[config.mk]
export PLATFORM = sky130hd
export DESIGN_NAME = atqd_trigger
export DESIGN_NICKNAME = d
export VERILOG_FILES = /design/src/rtl/atqd_trigger.v /design/src/rtl/atqd_period_gen.v
export VERILOG_INCLUDE_DIRS = /design/src /design/src/inc
export SDC_FILE = /design/constraint.sdc
export NUM_CORES = 1
export LEC_CHECK = 0
export ABC_CLOCK_PERIOD_IN_PS = 4300
export BUFFER_PORTS_ARGS = -buffer_cell sky130_fd_sc_hd__buf_2
export CELL_PAD_IN_SITES_DETAIL_PLACEMENT = 1
export CELL_PAD_IN_SITES_GLOBAL_PLACEMENT = 2
export CORE_UTILIZATION = 35
export CTS_BUF_LIST = sky130_fd_sc_hd__clkbuf_16
export DETAILED_ROUTE_END_ITERATION = 10
export PLACE_DENSITY = 0.77
export SLEW_MARGIN = 25
export SYNTH_ARGS = -nofsm -noshare
export SYNTH_HDL_FRONTEND = slang
export SYNTH_SLANG_ARGS = --single-unit
export TNS_END_PERCENT = 1
[constraint.sdc]
create_clock -name sys_clk -period 4.3 [get_ports sys_clk]
set_input_delay 0.43 -clock sys_clk [delete_from_list [all_inputs] [get_ports sys_clk]]
set_output_delay 0.43 -clock sys_clk [all_outputs]
set_load 0.02 [all_outputs]
[src/inc/atqd_map.vh]
// Overview of operation
// - 12-bit variant: threshold is signed -2048..2047, 2.5 mV per code step.
// - 16-bit variants: threshold is signed 16-bit, -32768..32767 over 2.828 V.
// - Positive slope: arm at/below threshold minus span, fire at/above threshold.
// - Negative slope: arm at/above threshold plus span, fire at/below threshold.
// - Hardware comparator uses only the upper eight bits of threshold and limits.
// - Software-detected variant: timeout in 1/60 s ticks, -1 forever, 0 abandon.
// - Hardware-detected variants ignore timeout and stay armed indefinitely.
// - No trigger enabled: start command triggers at once, posttrigger only.
// - 12-bit variant, both triggers on: first one met wins for the frame.
// - Posttrigger: wait delay count of timebase periods; 0 immediate; 0,3..65535.
// - 12-bit delay timebase codes: -1 200ns, 1 1us ... 5 10ms, 0 reserved.
// - 16-bit variants: delay clocked by sample timebase over scan divider; code 0.
// - After reset sampling uses timebase code 1 with scan divider 1.
// - Default no delay; timebase ignored when delay count is zero.
// - Delay request under pretrigger capture is rejected with a warning.
// - Switching to pretrigger clears any programmed delay and flags an error.
// - Slope select 0 is negative-going, 1 is positive-going.
// - Digital edge 0 falling, 1 rising; effective only when enabled.
`ifndef ATQD_MAP_VH
`define ATQD_MAP_VH
// register byte offsets
`define ATQD_CTRL 8'h00
`define ATQD_THRESH 8'h04
`define ATQD_HYST 8'h08
`define ATQD_TIMEOUT 8'h0C
`define ATQD_DELAY 8'h10
`define ATQD_RATE 8'h14
`define ATQD_CMD 8'h18
`define ATQD_STATUS 8'h1C
// control field positions
`define ATQD_C_DIG_EN 0
`define ATQD_C_EDGE 1
`define ATQD_C_ANA_EN 2
`define ATQD_C_SLOPE 3
`define ATQD_C_PRE 4
`define ATQD_C_W12 5
`define ATQD_C_SWDET 6
// command bits
`define ATQD_K_START 0
`define ATQD_K_STOP 1
`define ATQD_K_REARM 2
`define ATQD_K_CLRST 3
// reset values
`define ATQD_RST_CTRL 7'h00
`define ATQD_RST_RATE_TB 4'h1
`define ATQD_RST_SCANDIV 16'h0001
`define ATQD_RST_TIMEOUT 32'hFFFFFFFF
// timing: period 4 ns, 200 ns and 1/60 s
`define ATQD_CLK_NS 4
`define ATQD_T200_NS 200
`define ATQD_TICK_NS 16666667
`define ATQD_C200 (`ATQD_T200_NS / `ATQD_CLK_NS)
`define ATQD_C1US 32'h000000FA
`define ATQD_C10US 32'h000009C4
`define ATQD_C100US 32'h000061A8
`define ATQD_C1MS 32'h0003D090
`define ATQD_C10MS 32'h002625A0
`define ATQD_CTICK (`ATQD_TICK_NS / `ATQD_CLK_NS)
`endif

[src/rtl/atqd_trigger.v]
// The Avalon-MM register port and the register offsets are this design's own decisions.
`timescale 1ns/1ps
`include "atqd_map.vh"
module atqd_trigger #(
  parameter TICK_CYC = `ATQD_CTICK
) (
  input wire sys_clk,
  input wire rst_n,
  input wire [7:0] avs_address,
  input wire avs_read,
  input wire avs_write,
  input wire [31:0] avs_writedata,
  input wire [3:0] avs_byteenable,
  output reg [31:0] avs_readdata,
  output reg avs_waitrequest,
  input wire [15:0] sample_data,
  input wire sample_valid,
  input wire dig_trig_in,
  output reg trig_pulse,
  output reg sample_go,
  output reg armed,
  output reg delay_ignored_warning
);
  // ***********************************************************
  // states
  // ***********************************************************
  localparam S_IDLE = 5'b00001;
  localparam S_WAIT = 5'b00010;
  localparam S_DELAY = 5'b00100;
  localparam S_HOLD = 5'b01000;
  localparam S_FAIL = 5'b10000;

  // ***********************************************************
  // registers
  // ***********************************************************
  reg [6:0] ctrl_r;
  reg [15:0] trig_threshold_code;
  reg [15:0] hyst_span;
  reg [31:0] timeout_r;
  reg [15:0] post_trig_wait_count;
  reg [3:0] rate_tb_r;
  reg [15:0] scan_divider;
  reg delay_err_r;
  reg timeout_r_hit;
  reg [4:0] state_r;
  reg ack_r;
  reg d1_r, d2_r, d3_r;
  reg hyst_ok_r;
  reg [31:0] tmo_cnt_r;
  reg [31:0] tick_cnt_r;
  reg [15:0] dly_cnt_r;
  reg [15:0] div_cnt_r;

  wire dig_trig_enable = ctrl_r[`ATQD_C_DIG_EN];
  wire dig_edge = ctrl_r[`ATQD_C_EDGE];
  wire ana_trig_enable = ctrl_r[`ATQD_C_ANA_EN];
  wire slope_select = ctrl_r[`ATQD_C_SLOPE];
  wire pre_mode = ctrl_r[`ATQD_C_PRE];
  wire w12 = ctrl_r[`ATQD_C_W12];
  wire sw_det = ctrl_r[`ATQD_C_SWDET];

  // a write lands at the edge where the master sees waitrequest low
  wire wr = avs_write && ack_r == 1'b1;
  wire wr_ctrl = wr && avs_address == `ATQD_CTRL && avs_byteenable[0];
  wire wr_dly = wr && avs_address == `ATQD_DELAY && avs_byteenable[0];
  wire wr_cmd = wr && avs_address == `ATQD_CMD && avs_byteenable[0];
  wire cmd_start = wr_cmd && avs_writedata[`ATQD_K_START];
  wire cmd_stop = wr_cmd && avs_writedata[`ATQD_K_STOP];
  wire cmd_rearm = wr_cmd && avs_writedata[`ATQD_K_REARM];
  wire cmd_clr = wr_cmd && avs_writedata[`ATQD_K_CLRST];

  // ***********************************************************
  // avalon slave: one wait cycle, then ack
  // ***********************************************************
  always @(posedge sys_clk or negedge rst_n) begin
    if (!rst_n) begin
      ack_r <= 1'b0;
      avs_waitrequest <= 1'b1;
      avs_readdata <= 32'h00000000;
    end else begin
      ack_r <= (avs_read || avs_write) && !ack_r;
      avs_waitrequest <= !((avs_read || avs_write) && !ack_r);
      if (avs_read && !ack_r) begin
        case (avs_address)
          `ATQD_CTRL: avs_readdata <= {25'h0000000, ctrl_r};
          `ATQD_THRESH: avs_readdata <= {16'h0000, trig_threshold_code};
          `ATQD_HYST: avs_readdata <= {16'h0000, hyst_span};
          `ATQD_TIMEOUT: avs_readdata <= timeout_r;
          `ATQD_DELAY: avs_readdata <= {16'h0000, post_trig_wait_count};
          `ATQD_RATE: avs_readdata <= {12'h000, rate_tb_r, scan_divider};
          `ATQD_STATUS: avs_readdata <= {24'h000000, 1'b0, timeout_r_hit,
            delay_err_r, delay_ignored_warning, state_r[3:0]};
          default: avs_readdata <= 32'h00000000;
        endcase
      end
    end
  end

  // byte-lane merge helper
  function [31:0] merge;
    input [31:0] old;
    input [31:0] nw;
    input [3:0] be;
    integer i;
    begin
      merge = old;
      for (i = 0; i < 4; i = i + 1) begin
        if (be[i]) merge[i*8 +: 8] = nw[i*8 +: 8];
      end
    end
  endfunction

  wire [31:0] m_ctrl = merge({25'h0000000, ctrl_r}, avs_writedata,
    avs_byteenable);
  wire [31:0] m_thr = merge({16'h0000, trig_threshold_code}, avs_writedata,
    avs_byteenable);

  always @(posedge sys_clk or negedge rst_n) begin
    if (!rst_n) begin
      ctrl_r <= `ATQD_RST_CTRL;
      trig_threshold_code <= 16'h0000;
      hyst_span <= 16'h0000;
      timeout_r <= `ATQD_RST_TIMEOUT;
      post_trig_wait_count <= 16'h0000;
      rate_tb_r <= `ATQD_RST_RATE_TB;
      scan_divider <= `ATQD_RST_SCANDIV;
      delay_err_r <= 1'b0;
      delay_ignored_warning <= 1'b0;
    end else begin
      if (wr_ctrl) begin
        ctrl_r <= m_ctrl[6:0];
        if (m_ctrl[`ATQD_C_PRE] && !pre_mode &&
            post_trig_wait_count != 16'h0000) begin
          post_trig_wait_count <= 16'h0000;
          delay_err_r <= 1'b1;
        end
      end else if (cmd_clr) begin
        delay_err_r <= 1'b0;
      end
      if (wr && avs_address == `ATQD_THRESH)
        trig_threshold_code <= m_thr[15:0];
      if (wr && avs_address == `ATQD_HYST)
        hyst_span <= avs_writedata[15:0];
      if (wr && avs_address == `ATQD_TIMEOUT)
        timeout_r <= merge(timeout_r, avs_writedata, avs_byteenable);
      if (wr && avs_address == `ATQD_RATE) begin
        scan_divider <= avs_writedata[15:0];
        rate_tb_r <= avs_writedata[19:16];
      end
      if (wr_dly) begin
        if (pre_mode) begin
          delay_ignored_warning <= 1'b1;
        end else begin
          post_trig_wait_count <= avs_writedata[15:0];
          delay_ignored_warning <= 1'b0;
        end
      end else if (cmd_clr) begin
        delay_ignored_warning <= 1'b0;
      end
    end
  end

  // ***********************************************************
  // input synchronisers and comparator
  // ***********************************************************
  always @(posedge sys_clk or negedge rst_n) begin
    if (!rst_n) begin
      d1_r <= 1'b0;
      d2_r <= 1'b0;
      d3_r <= 1'b0;
    end else begin
      d1_r <= dig_trig_in;
      d2_r <= d1_r;
      d3_r <= d2_r;
    end
  end
  wire dig_hit = dig_trig_enable &&
    (dig_edge ? (d2_r && !d3_r) : (!d2_r && d3_r));

  // 12-bit codes are sign-extended from bit 11
  wire [15:0] thr = w12 ? {{4{trig_threshold_code[11]}},
    trig_threshold_code[11:0]} : trig_threshold_code;
  wire [15:0] smp = w12 ? {{4{sample_data[11]}}, sample_data[11:0]} :
    sample_data;
  wire [15:0] lim_lo = thr - hyst_span;
  wire [15:0] lim_hi = thr + hyst_span;
  // hardware comparison uses upper byte only
  wire [15:0] mask = sw_det ? 16'hFFFF : 16'hFF00;
  wire signed [15:0] s_s = $signed(smp);
  wire signed [15:0] t_s = $signed(thr & mask);
  wire signed [15:0] lo_s = $signed(lim_lo & mask);
  wire signed [15:0] hi_s = $signed(lim_hi & mask);
  wire arm_cond = slope_select ? (s_s <= lo_s) : (s_s >= hi_s);
  wire fire_cond = slope_select ? (s_s >= t_s) : (s_s <= t_s);
  wire ana_hit = ana_trig_enable && sample_valid && hyst_ok_r && fire_cond;

  // ***********************************************************
  // delay timebase: 12-bit codes or sample timebase/divider
  // ***********************************************************
  reg [31:0] tb_period;
  always @* begin
    case (rate_tb_r)
      4'hF: tb_period = `ATQD_C200;
      4'h1: tb_period = `ATQD_C1US;
      4'h2: tb_period = `ATQD_C10US;
      4'h3: tb_period = `ATQD_C100US;
      4'h4: tb_period = `ATQD_C1MS;
      4'h5: tb_period = `ATQD_C10MS;
      default: tb_period = `ATQD_C1US;
    endcase
  end
  wire tb_tick;
  // timebase restarts with each delay so the wait is whole periods
  wire in_delay = state_r == S_DELAY;
  atqd_period_gen atqd_period_gen_inst (
    .sys_clk(sys_clk),
    .rst_n(rst_n),
    .run(in_delay),
    .period(tb_period),
    .tick(tb_tick)
  );
  // 16-bit variants divide the sample timebase by the scan divider
  wire div_wrap = div_cnt_r + 16'h0001 >= scan_divider;
  wire dly_tick = w12 ? tb_tick : (tb_tick && div_wrap);
  always @(posedge sys_clk or negedge rst_n) begin
    if (!rst_n) div_cnt_r <= 16'h0000;
    else if (!in_delay) div_cnt_r <= 16'h0000;
    else if (tb_tick) div_cnt_r <= div_wrap ? 16'h0000 :
      div_cnt_r + 16'h0001;
  end

  // ***********************************************************
  // trigger sequencer
  // ***********************************************************
  wire any_hw = dig_trig_enable || ana_trig_enable;
  wire hit = dig_hit || ana_hit;
  wire use_dly = !pre_mode && post_trig_wait_count != 16'h0000;
  always @(posedge sys_clk or negedge rst_n) begin
    if (!rst_n) begin
      state_r <= S_IDLE;
      trig_pulse <= 1'b0;
      sample_go <= 1'b0;
      armed <= 1'b0;
      hyst_ok_r <= 1'b0;
      tmo_cnt_r <= 32'h00000000;
      tick_cnt_r <= 32'h00000000;
      dly_cnt_r <= 16'h0000;
      timeout_r_hit <= 1'b0;
    end else begin
      trig_pulse <= 1'b0;
      sample_go <= 1'b0;
      if (cmd_clr) timeout_r_hit <= 1'b0;
      if (cmd_stop) begin
        state_r <= S_IDLE;
        armed <= 1'b0;
      end else begin
        case (state_r)
          S_IDLE: begin
            if (cmd_start) begin
              hyst_ok_r <= 1'b0;
              tmo_cnt_r <= 32'h00000000;
              tick_cnt_r <= 32'h00000000;
              if (!any_hw) begin
                trig_pulse <= 1'b1;
                state_r <= S_HOLD;
                sample_go <= 1'b1;
              end else begin
                armed <= 1'b1;
                state_r <= S_WAIT;
              end
            end
          end
          S_WAIT: begin
            if (sample_valid && arm_cond)
              hyst_ok_r <= 1'b1;
            if (hit) begin
              trig_pulse <= 1'b1;
              armed <= 1'b0;
              dly_cnt_r <= post_trig_wait_count;
              if (use_dly) state_r <= S_DELAY;
              else begin
                sample_go <= 1'b1;
                state_r <= S_HOLD;
              end
            end else if (sw_det && ana_trig_enable &&
                timeout_r != 32'hFFFFFFFF) begin
              if (tick_cnt_r + 32'h00000001 >= TICK_CYC) begin
                tick_cnt_r <= 32'h00000000;
                tmo_cnt_r <= tmo_cnt_r + 32'h00000001;
              end else begin
                tick_cnt_r <= tick_cnt_r + 32'h00000001;
              end
              if (tmo_cnt_r >= timeout_r) begin
                timeout_r_hit <= 1'b1;
                armed <= 1'b0;
                state_r <= S_FAIL;
              end
            end
          end
          S_DELAY: begin
            if (dly_tick) begin
              if (dly_cnt_r == 16'h0001) begin
                sample_go <= 1'b1;
                state_r <= S_HOLD;
              end
              dly_cnt_r <= dly_cnt_r - 16'h0001;
            end
          end
          S_HOLD: begin
            if (cmd_rearm) begin
              hyst_ok_r <= 1'b0;
              armed <= any_hw;
              state_r <= any_hw ? S_WAIT : S_IDLE;
            end
          end
          S_FAIL: begin
            if (cmd_start || cmd_rearm) state_r <= S_IDLE;
          end
          default: state_r <= S_IDLE;
        endcase
      end
    end
  end
endmodule // atqd_trigger

[src/rtl/atqd_period_gen.v]
`timescale 1ns/1ps
// ***********************************************************
// programmable period enable: one pulse every 'period' cycles
// ***********************************************************
module atqd_period_gen (
  input wire sys_clk,
  input wire rst_n,
  input wire run,
  input wire [31:0] period,
  output reg tick
);
  reg [31:0] cnt_r;
  always @(posedge sys_clk or negedge rst_n) begin
    if (!rst_n) begin
      cnt_r <= 32'h00000000;
      tick <= 1'b0;
    end else if (!run) begin
      cnt_r <= 32'h00000000;
      tick <= 1'b0;
    end else if (cnt_r + 32'h00000001 >= period) begin
      cnt_r <= 32'h00000000;
      tick <= 1'b1;
    end else begin
      cnt_r <= cnt_r + 32'h00000001;
      tick <= 1'b0;
    end
  end
endmodule // atqd_period_gen

Word level (Yosys, flattened, before mapping)
Index checks and enable logic that the tools add are counted.
{ "word_totals": {"wordCells": 229, "ff_bits": 285} }
{ "classes": {"bitwise_logic": 4, "n_eq_ne": 37, "add_sub_neg": 7, "mux": 80, "n_reduce_logical": 61, "magnitude_cmp": 8} }
{ "op_table": {"columns": ["cell", "n"], "rows": [
  ["$mux W32", 9],
  ["$pmux W32 S7", 1],
  ["$mux W16", 11],
  ["$pmux W32 S2", 2],
  ["$pmux W22 S5", 1],
  ["$add A32 B1 Y32 const B", 3],
  ["$mux W5", 10],
  ["$and A16 B16 Y16", 3],
  ["$ge A16 B16 Y1", 3],
  ["$mux W1", 36],
  ["$eq A8 B5 Y1 const B", 4],
  ["$ge A32 B22 Y1", 1],
  ["$ge A32 B22 Y1 const B", 1],
  ["$ge A32 B32 Y1", 1],
  ["$le A16 B16 Y1", 2],
  ["$ne A32 B32 Y1 const B", 1],
  ["$pmux W16 S2", 1],
  ["$logic_and A1 B1 Y1", 30],
  ["$pmux W5 S5", 1],
  ["$ne A2 B2 Y1 const B", 9],
  ["$ne A3 B3 Y1 const B", 6],
  ["$add A16 B1 Y16 const B", 1],
  ["$add A16 B16 Y16", 1],
  ["$eq A16 B1 Y1 const B", 1],
  ["32 further kinds", 58]
]} }

Longest topological paths before layout
Gate-level depths: netlist of run 1.
{ "depth": {"word_depth": 10, "ltp_mapped": 22} }

Modules after synthesis
Synthesis of run 1 repeated with hierarchy kept, for this count alone.
{ "unflattened": {"cells_unflattened": 2137, "hier_area_um2": 19647.6} }
{ "modules_own_cells": {"columns": ["module", "area_per_inst_um2", "seq_area_each_um2", "cells_each", "n_inst"], "rows": [
  ["atqd_trigger", 17182.7, 6351.1, 1869, 1],
  ["atqd_period_gen", 2464.9, 825.8, 268, 1]
]} }

Worst setup path after synthesis of run 1
Ideal clock, no wire load.
{ "synth_path": {"path_type": "register to register", "startpoint": "reg atqd_period_gen_inst.cnt_r[2]", "endpoint": "reg atqd_period_gen_inst.cnt_r[19]", "stages_incl_launch_ff": 16, "synth_period_minus_slack_ns": 3.957, "t_arrival_ns": 3.885, "path_buffers": 1, "slack_ns": 0.343, "cell_sequence": "dfrtp_1 -> nand3_1 -> or3_1 -> nor2b_1 -> xor2_1 -> ha_1 -> a21o_1 -> a21o_1 -> a211o_1 -> a21o_1 -> a21o_1 -> a2111o_1 -> a2111oi_0 -> clkbuf_1 -> nand2_1 -> nor2_1"} }
{ "synth_via": {"elab_chain_cells": 4} }
{ "synth_rtl": {"columns": ["element", "line", "source"], "rows": [
  ["from (decl)", "atqd_period_gen.v:12", "reg [31:0] cnt_r;"],
  ["from (signal assigned)", "atqd_period_gen.v:24", "cnt_r <= cnt_r + 32'h00000001;"],
  ["$add A32 B1 Y32 (*)", "atqd_period_gen.v:20, atqd_period_gen.v:24", null],
  ["$ge A32 B22 Y1", "atqd_period_gen.v:20", "end else if (cnt_r + 32'h00000001 >= period) begin"],
  ["$mux W32 (*)", "atqd_period_gen.v:20", null],
  ["$mux W32 (*)", "atqd_period_gen.v:17", "end else if (!run) begin"]
]} }
Every way passes the cells marked *; elsewhere a longest branch is shown, timed or not.
A chain may end at the register's enable or synchronous reset.

Worst setup path in the final report of run 1
{ "layout_path": {"startpoint": "reg ctrl_r[5]", "endpoint": "reg tick_cnt_r[7]"} }
{ "layout_via": {"elab_chain_cells": 8} }
{ "layout_rtl": {"columns": ["element", "line", "source"], "rows": [
  ["from (decl)", "atqd_trigger.v:36", "reg [6:0] ctrl_r;"],
  ["from (signal assigned)", "atqd_trigger.v:120", "ctrl_r <= `ATQD_RST_CTRL;"],
  ["from (signal assigned)", "atqd_trigger.v:131", "ctrl_r <= m_ctrl[6:0];"],
  ["$mux W16", "atqd_trigger.v:181", "wire [15:0] thr = w12 ? {{4{trig_threshold_code[11]}},"],
  ["$and A16 B16 Y16", "atqd_trigger.v:190", "wire signed [15:0] t_s = $signed(thr & mask);"],
  ["$le A16 B16 Y1 / $ge A16 B16 Y1 (equally long branches)", "atqd_trigger.v:194", "wire fire_cond = slope_select ? (s_s >= t_s) : (s_s <= t_s);"],
  ["$mux W1 (*)", "atqd_trigger.v:194", null],
  ["$logic_and A1 B1 Y1 (*)", "atqd_trigger.v:195", "wire ana_hit = ana_trig_enable && sample_valid && hyst_ok_r && fire_cond;"],
  ["$logic_or A1 B1 Y1 (*)", "atqd_trigger.v:236", "wire hit = dig_hit || ana_hit;"],
  ["$ne A2 B2 Y1 (no line) (*)", null, null],
  ["$reduce_and A5 Y1 (no line) (*)", null, null],
  ["to (signal assigned)", "atqd_trigger.v:291", "tick_cnt_r <= tick_cnt_r + 32'h00000001;"],
  ["to (decl)", "atqd_trigger.v:50", "reg [31:0] tick_cnt_r;"]
]} }
Marks and branches as above.

==> flow_metrics.tcl, run 1 <==
set metrics [dict create \
    synth.ff_latch_count 285 \
    synth_top_area_cell "dfrtp_1" \
    min_path_type "input pin to register" \
    crit_arrival_ns 4.51 \
    synth-edff-count 0 \
    hold_viol_final 0 \
    yosysWarningCount 0 \
    antenna_left 0 \
    grt_pass1_vias 17299 \
    r2r_setup_slack_ns 0.21 \
    maxCapViolCount 0 \
    track_usage 0.236 \
    remaining_drc_errors 0 \
    coreArea_sq_mm 0.0527 \
    worstHoldStart "dig_trig_in" \
    clockBufferDepth 3 \
    wl_per_cell_um 21.8 \
    ys_top_cells_by_count "dfrtp_1 (249), nand2_1 (203), ha_1 (152)" \
    fin_area_sq_mm 0.0215 \
    avgSynthCellArea_sq_um 9.09 \
    critical_path_class "register to register" \
    vias_per_cell 5.70 \
    power.density_mw_per_mm2 300 \
    synth-async-reset-ratio 1.00 \
    die-height_um 233 \
    clock_latency_ns 0.56 \
    slew_headroom 0.389 \
    gr-usage-met1 0.313 \
    fin_nets 2390 \
    routed_wirelength_um 63000 \
    grtUsageMet3 0.0418 \
    ctsRootBufferMaster "clkbuf_16" \
    end_kind "register" \
    htreeDepth 2 \
    rsz0062_at_grt "yes" \
    die_area_sq_mm 0.0543 \
    r2r_end "tick_cnt_r[7]" \
    clk_pin_slew_worst_paths_ns 0.06 \
    initial_core_util 0.354 \
    place_area_sq_mm 0.0202 \
    syn2layout_area_growth_pct 15.4 \
    syn_area_sq_mm 0.0187 \
    ys_seq_area_frac 0.385 \
    num_rows 84 \
    tightest_slew_ns 0.907 \
    fmax_mhz 245 \
    reg2regPathDepth 12 \
    vias 16444 \
    grt-busiest-layer "met2" \
    hold_depth 1 \
    worstHoldEndpoint "d1_r" \
    synth_ff_type "dfrtp_1" \
    final_cells 2887 \
    io_pins 103 \
    finalSetupViolations 0 \
    grt_antenna_before_repair 2 \
    synth_area_leaders "dfrtp_1 (33%), ha_1 (10%), dfstp_2 (5.1%)" \
    first_iter_violations 1022 \
    fin_crit_sh 0.950 \
    cts_tree "built" \
    skew_ns 0.0326 \
    clock-sinks 285 \
    utilization 0.409 \
    first_pass_iters 8 \
    r2r-start "ctrl_r[5]" \
    drive_above_1_share 0.167 \
    grt_max_degree 88 \
    ys_types 78 \
    peakVddDrop_v 0.000227 \
    numCtsBuffers 36 \
    gp_congestion 0.889 \
    dieWidth_um 233 \
    port_buffers 102 \
    grt_pass1_wl_um 100000 \
    gr-total-overflow 0 \
    status "completed" \
    synth_most_common_cell "dfrtp_1" \
    crit_required_ns 4.73 \
    placedCellCount 2819 \
    synth_top_cell_area_share 0.334 \
    leakagePower_nw 9.83 \
    final_max_slew_viol_count 0 \
    grtUsageMet2 0.391 \
    period_needed_ns 4.09 \
    critPathMaxFanout 16 \
    syn_inst 2054 \
    dp.final_hpwl_um 47200 \
    worst_setup_path_start_kind "register" \
]
==> timing repair <==
item                                   CTS  global route
pin swaps                                0             1
hold buffers                             1             0
endpoints found under the hold margin   73             0
buffers inserted                         0             0
resized for setup                        2            19
setup endpoints to repair               29           105
==> registers in the layout (all words and copies together), names as in the netlist, 7 cells and up <==
signal and flops:
atqd_period_gen_inst.cnt_r 32, avs_readdata 32, tick_cnt_r 32, timeout_r 32
tmo_cnt_r 32, div_cnt_r 16, dly_cnt_r 16, hyst_span 16
post_trig_wait_count 16, scan_divider 16, trig_threshold_code 16, ctrl_r 7
==> per-layer routing <==
layer	routed length [um]	up-vias
li1	-	7748
met1	28500	8294
met2	29800	301
met3	2910	97
met4	1710	4
met5	27	-
==> cell families (layout without fill, tap and decap cells) <==
family / Yosys count / count (layout) / synth area share
multiplexers: 87 / 87 / 0.0513
AND/OR/NAND/NOR: 714 / 714 / 0.193
adder cells (fa/ha/maj): 154 / 154 / 0.104
buffers and inverters: 209 / 344 / 0.0438
other: 1 / 11 / 0.000201
XOR/XNOR: 71 / 71 / 0.0333
AO/OA/AOI/OAI: 533 / 533 / 0.190
flip-flops: 285 / 285 / 0.385
==> stage by stage <==
| step | TNS [ns] | hold WS (ns) | power (mW) | setup WS [ns] |
|---|---|---|---|---|
| 3_5_place_dp | -1.78 | 0.336 | 3.30 | -0.127 |
| 2_1_floorplan | 0 | 0.134 | 3.05 | 0.343 |
| 5_1_grt | -0.133 | 0.00744 | 6.70 | -0.0452 |
| 3_3_place_gp | 0 | 0.338 | 3.28 | 0.0307 |
| 4_1_cts | 0 | 0.00801 | 6.55 | 0.0108 |
| 6_report | 0 | 0.0209 | 6.46 | 0.214 |
==> final cells by class <==
cell class	count	area, sq um
Inverter	116	435
Clock buffer	37	926
Fill cell	6066	31100
Multi-Input combinational cell	1569	10800
Clock inverter	29	299
Antenna cell	1	2.50
Timing Repair Buffer	162	1020
Tap cell	688	861
Sequential cell	285	7180
==> critical path, cell delays in order, from the launching register on <==
cell	delay [ns]
dfrtp_2	0.47
nand2_1	0.12
o21ai_0	0.18
ha_1	0.41
nand4_1	0.27
a2111oi_2	0.47
nor4_1	0.11
or3b_2	0.56
a211oi_2	0.30
buf_4	0.20
o21ai_4	0.07
or2_2	0.50
o41ai_1	0.29
==> layout by cell type, fill, tap and decap left out, types with 8 or more instances in the layout <==
cell	n
dfrtp_1	248
nand2_1	203
ha_1	152
o21ai_0	142
nor2_1	131
inv_1	120
buf_2	101
a21oi_1	80
nand3_1	71
mux2_2	70
o31ai_1	62
and3_1	57
nand4_1	55
buf_4	54
xnor2_1	43
nor3_1	37
clkbuf_16	37
a31oi_1	36
dfstp_2	36
a21o_1	35
xor2_1	28
and2_1	25
a22o_1	24
nand2b_1	22
nor2b_1	22
mux2i_1	17
nor4_1	17
o21a_1	16
or3_1	14
a221oi_1	13
o41ai_1	12
or2_2	11
o211ai_1	11
a211oi_1	10
conb_1	10
nand3b_1	9
a22oi_1	9
clkinv_2	8
==> worst max path at each step <==
stage	startpoint	endpoint	slack, ns	cells past startpoint
5_1_grt	atqd_period_gen_inst.cnt_r[3]	atqd_period_gen_inst.cnt_r[20]	-0.05	15
3_5_place_dp	sample_data[11]	tick_cnt_r[9]	-0.13	13
3_3_place_gp	sample_data[11]	tick_cnt_r[12]	0.03	13
2_1_floorplan	atqd_period_gen_inst.cnt_r[2]	atqd_period_gen_inst.cnt_r[19]	0.34	15
6_report	ctrl_r[5]	tick_cnt_r[7]	0.21	12
4_1_cts	ctrl_r[5]	tmo_cnt_r[17]	0.01	13
==> where the power goes <==
group	switching, mW	leakage, nW	internal, mW
clock	1.28	0.617	1.93
sequential	0.0400	3.63	2.72
combinational	0.313	5.58	0.180
Note: power is estimated with default switching activity, not from simulation.
==> run 2, diff against run 1 <==
- BUFFER_PORTS_ARGS: -buffer_cell sky130_fd_sc_hd__buf_2 -> not set
- DONT_BUFFER_PORTS: not set -> 1
- PLACE_DENSITY: 0.77 -> 0.75
==> run 2 against run 1 <==
- the run now ends with hold timing left
- via count shrank 0.82%
- largest cell class unchanged
- final cell count fell by 1.7%
- critical endpoint is now hyst_ok_r
- first-iteration DRC count up 15%
==> flow_metrics.tcl, run 2 (synthesis results as in run 1) <==
set metrics [dict create \
    status "complete, but fails checks" \
    violations "hold timing" \
    clock_latency_ns 0.57 \
    clock-sinks 285 \
    crit_arrival_ns 4.57 \
    fin_nets 2341 \
    antenna_left 0 \
    final_max_slew_viol_count 0 \
    grt-busiest-layer "met2" \
    cpLargestDelayFamily "compound AO/OA/AOI/OAI gates" \
    max_stage_delay_ns 0.41 \
    vias_per_cell 5.75 \
    grt_pass1_wl_um 101000 \
    fmax_mhz 244 \
    grtUsageMet2 0.408 \
    die_area_sq_mm 0.0543 \
    slowest_stage "fa_1" \
    cts_tree "built" \
    syn2layout_area_growth_pct 14.8 \
    num_rows 84 \
    critPathMostFrequentCell "o21bai_1" \
    crit_required_ns 4.76 \
    critPathMaxFanout 3 \
    power.density_mw_per_mm2 291 \
    post-cts-setup-buffers 0 \
    hold_ws_ns -0.437 \
    placedCellCount 2737 \
    coreArea_sq_mm 0.0527 \
    first_pass_iters 5 \
    fin_area_sq_mm 0.0214 \
    gp_congestion 0.890 \
    dieWidth_um 233 \
    grt_pass1_vias 17228 \
    hold_buffers 33 \
    first_iter_violations 1176 \
    gr-total-overflow 0 \
    min_path_type "input pin to async pin" \
    clk_pin_slew_worst_paths_ns 0.06 \
    period_needed_ns 4.11 \
    final_common_cell "dfrtp_1" \
    drive_above_1_share 0.132 \
    place_area_sq_mm 0.0198 \
    leakagePower_nw 9.60 \
    worst_setup_path_start_kind "register" \
    routed_wirelength_um 64600 \
    peakVddDrop_v 0.000243 \
    final_cells 2837 \
    ctsRootBufferMaster "clkbuf_16" \
    gr-usage-met1 0.302 \
    mostFrequentLayoutCells "dfrtp_1 (248), nand2_1 (202), ha_1 (152)" \
    end_kind "register" \
    finalSetupViolations 0 \
    io_pins 103 \
    numCtsBuffers 37 \
    cp_cell_sequence "buf_4 > ha_1 > inv_1 > fa_1 > o21bai_1 > a21oi_1 > o21bai_1 > a221oi_1 > buf_4 > o211ai_1 > o221ai_2 > o21bai_1 > a21oi_1 > xnor2_1 > ha_1 > nand4_1 > nor3_1 > a211oi_1 > o21ai_0 > o22ai_1 > nand2_1 > o211a_1" \
    dp.final_hpwl_um 47000 \
    wl_per_cell_um 22.8 \
    remaining_drc_errors 0 \
    power.total_mw 6.23 \
    grt_antenna_before_repair 1 \
    port_buffers 0 \
    slew_headroom 0.354 \
    maxCapViolCount 0 \
    hold_viol_final 273 \
    skew_ns 0.0311 \
    initial_core_util 0.354 \
    grtUsageMet3 0.0505 \
    die-height_um 233 \
    fillers 6030 \
    htreeDepth 2 \
    vias 16309 \
    antenna_cells 0 \
    cp.buffers_inverters 3 \
    tightest_slew_ns 0.968 \
    critical_path_class "register to register" \
    fin_crit_sh 0.955 \
    clockBufferDepth 3 \
    track_usage 0.241 \
    grt_max_degree 286 \
    rsz0062_at_grt "yes" \
]
[run 2: changes by cell type in the layout (fill, tap and decap cells not counted), sizes merged, moves of 2 or more]
cell and change:
dlygate4sd3 +32, inv +4, clkbuf +2, buf -82
bufinv -4
[run 2: worst paths after layout]
check | start | slack [ns] | depth (start not counted) | to
max in group asynchronous | rst_n | 4.00 | 0 | sample_go
worst max register to register | hyst_span[0] | 0.19 | 22 | hyst_ok_r
worst min register to register | d1_r | 0.35 | 0 | d2_r
min in group sys_clk | avs_writedata[30] | 0.02 | 1 | timeout_r[30]
worst min-delay path | rst_n | -0.44 | 0 | atqd_period_gen_inst.cnt_r[17]
worst max-delay path | hyst_span[0] | 0.19 | 22 | hyst_ok_r
[run 2: per-layer routing]
| metal | up-vias | wire length [um] |
|---|---|---|
| li1 | 7628 | - |
| met1 | 8235 | 28300 |
| met2 | 340 | 30900 |
| met3 | 104 | 3440 |
| met4 | 2 | 1920 |
| met5 | - | 13 |
[run 2: what timing repair did]
| item | CTS | global route |
|---|---|---|
| hold endpoints to repair | 378 | 280 |
| endpoints found under the setup margin | 50 | 88 |
| gates resized for setup | 3 | 18 |
| pin swaps | 0 | 1 |
[run 2: metrics by stage]
stage                     TNS (ns)  setup slack [ns]   util
final                            0             0.194  0.407
after global routing       -0.0732           -0.0732  0.407
after CTS                        0            0.0655  0.405
after detailed placement     -2.42            -0.120  0.377
after global placement           0             0.104  0.377
after floorplan                  0             0.343      -
[run 2: area by class of cell]
type | count | area [sq um] | share of cell area
Inverter | 116 | 435 | 0.0203
Sequential cell | 285 | 7180 | 0.335
Clock inverter | 28 | 188 | 0.00876
Timing Repair Buffer | 112 | 952 | 0.0444
Multi-Input combinational cell | 1569 | 10800 | 0.506
Tap cell | 688 | 861 | 0.0402
Clock buffer | 39 | 976 | 0.0455
[run 2: power by group]
group | internal [mW] | switching (mW) | leakage [nW] | total, mW
Combinational | 0.183 | 0.237 | 5.35 | 0.420
Sequential | 2.72 | 0.0433 | 3.63 | 2.76
Clock | 1.76 | 1.29 | 0.612 | 3.05
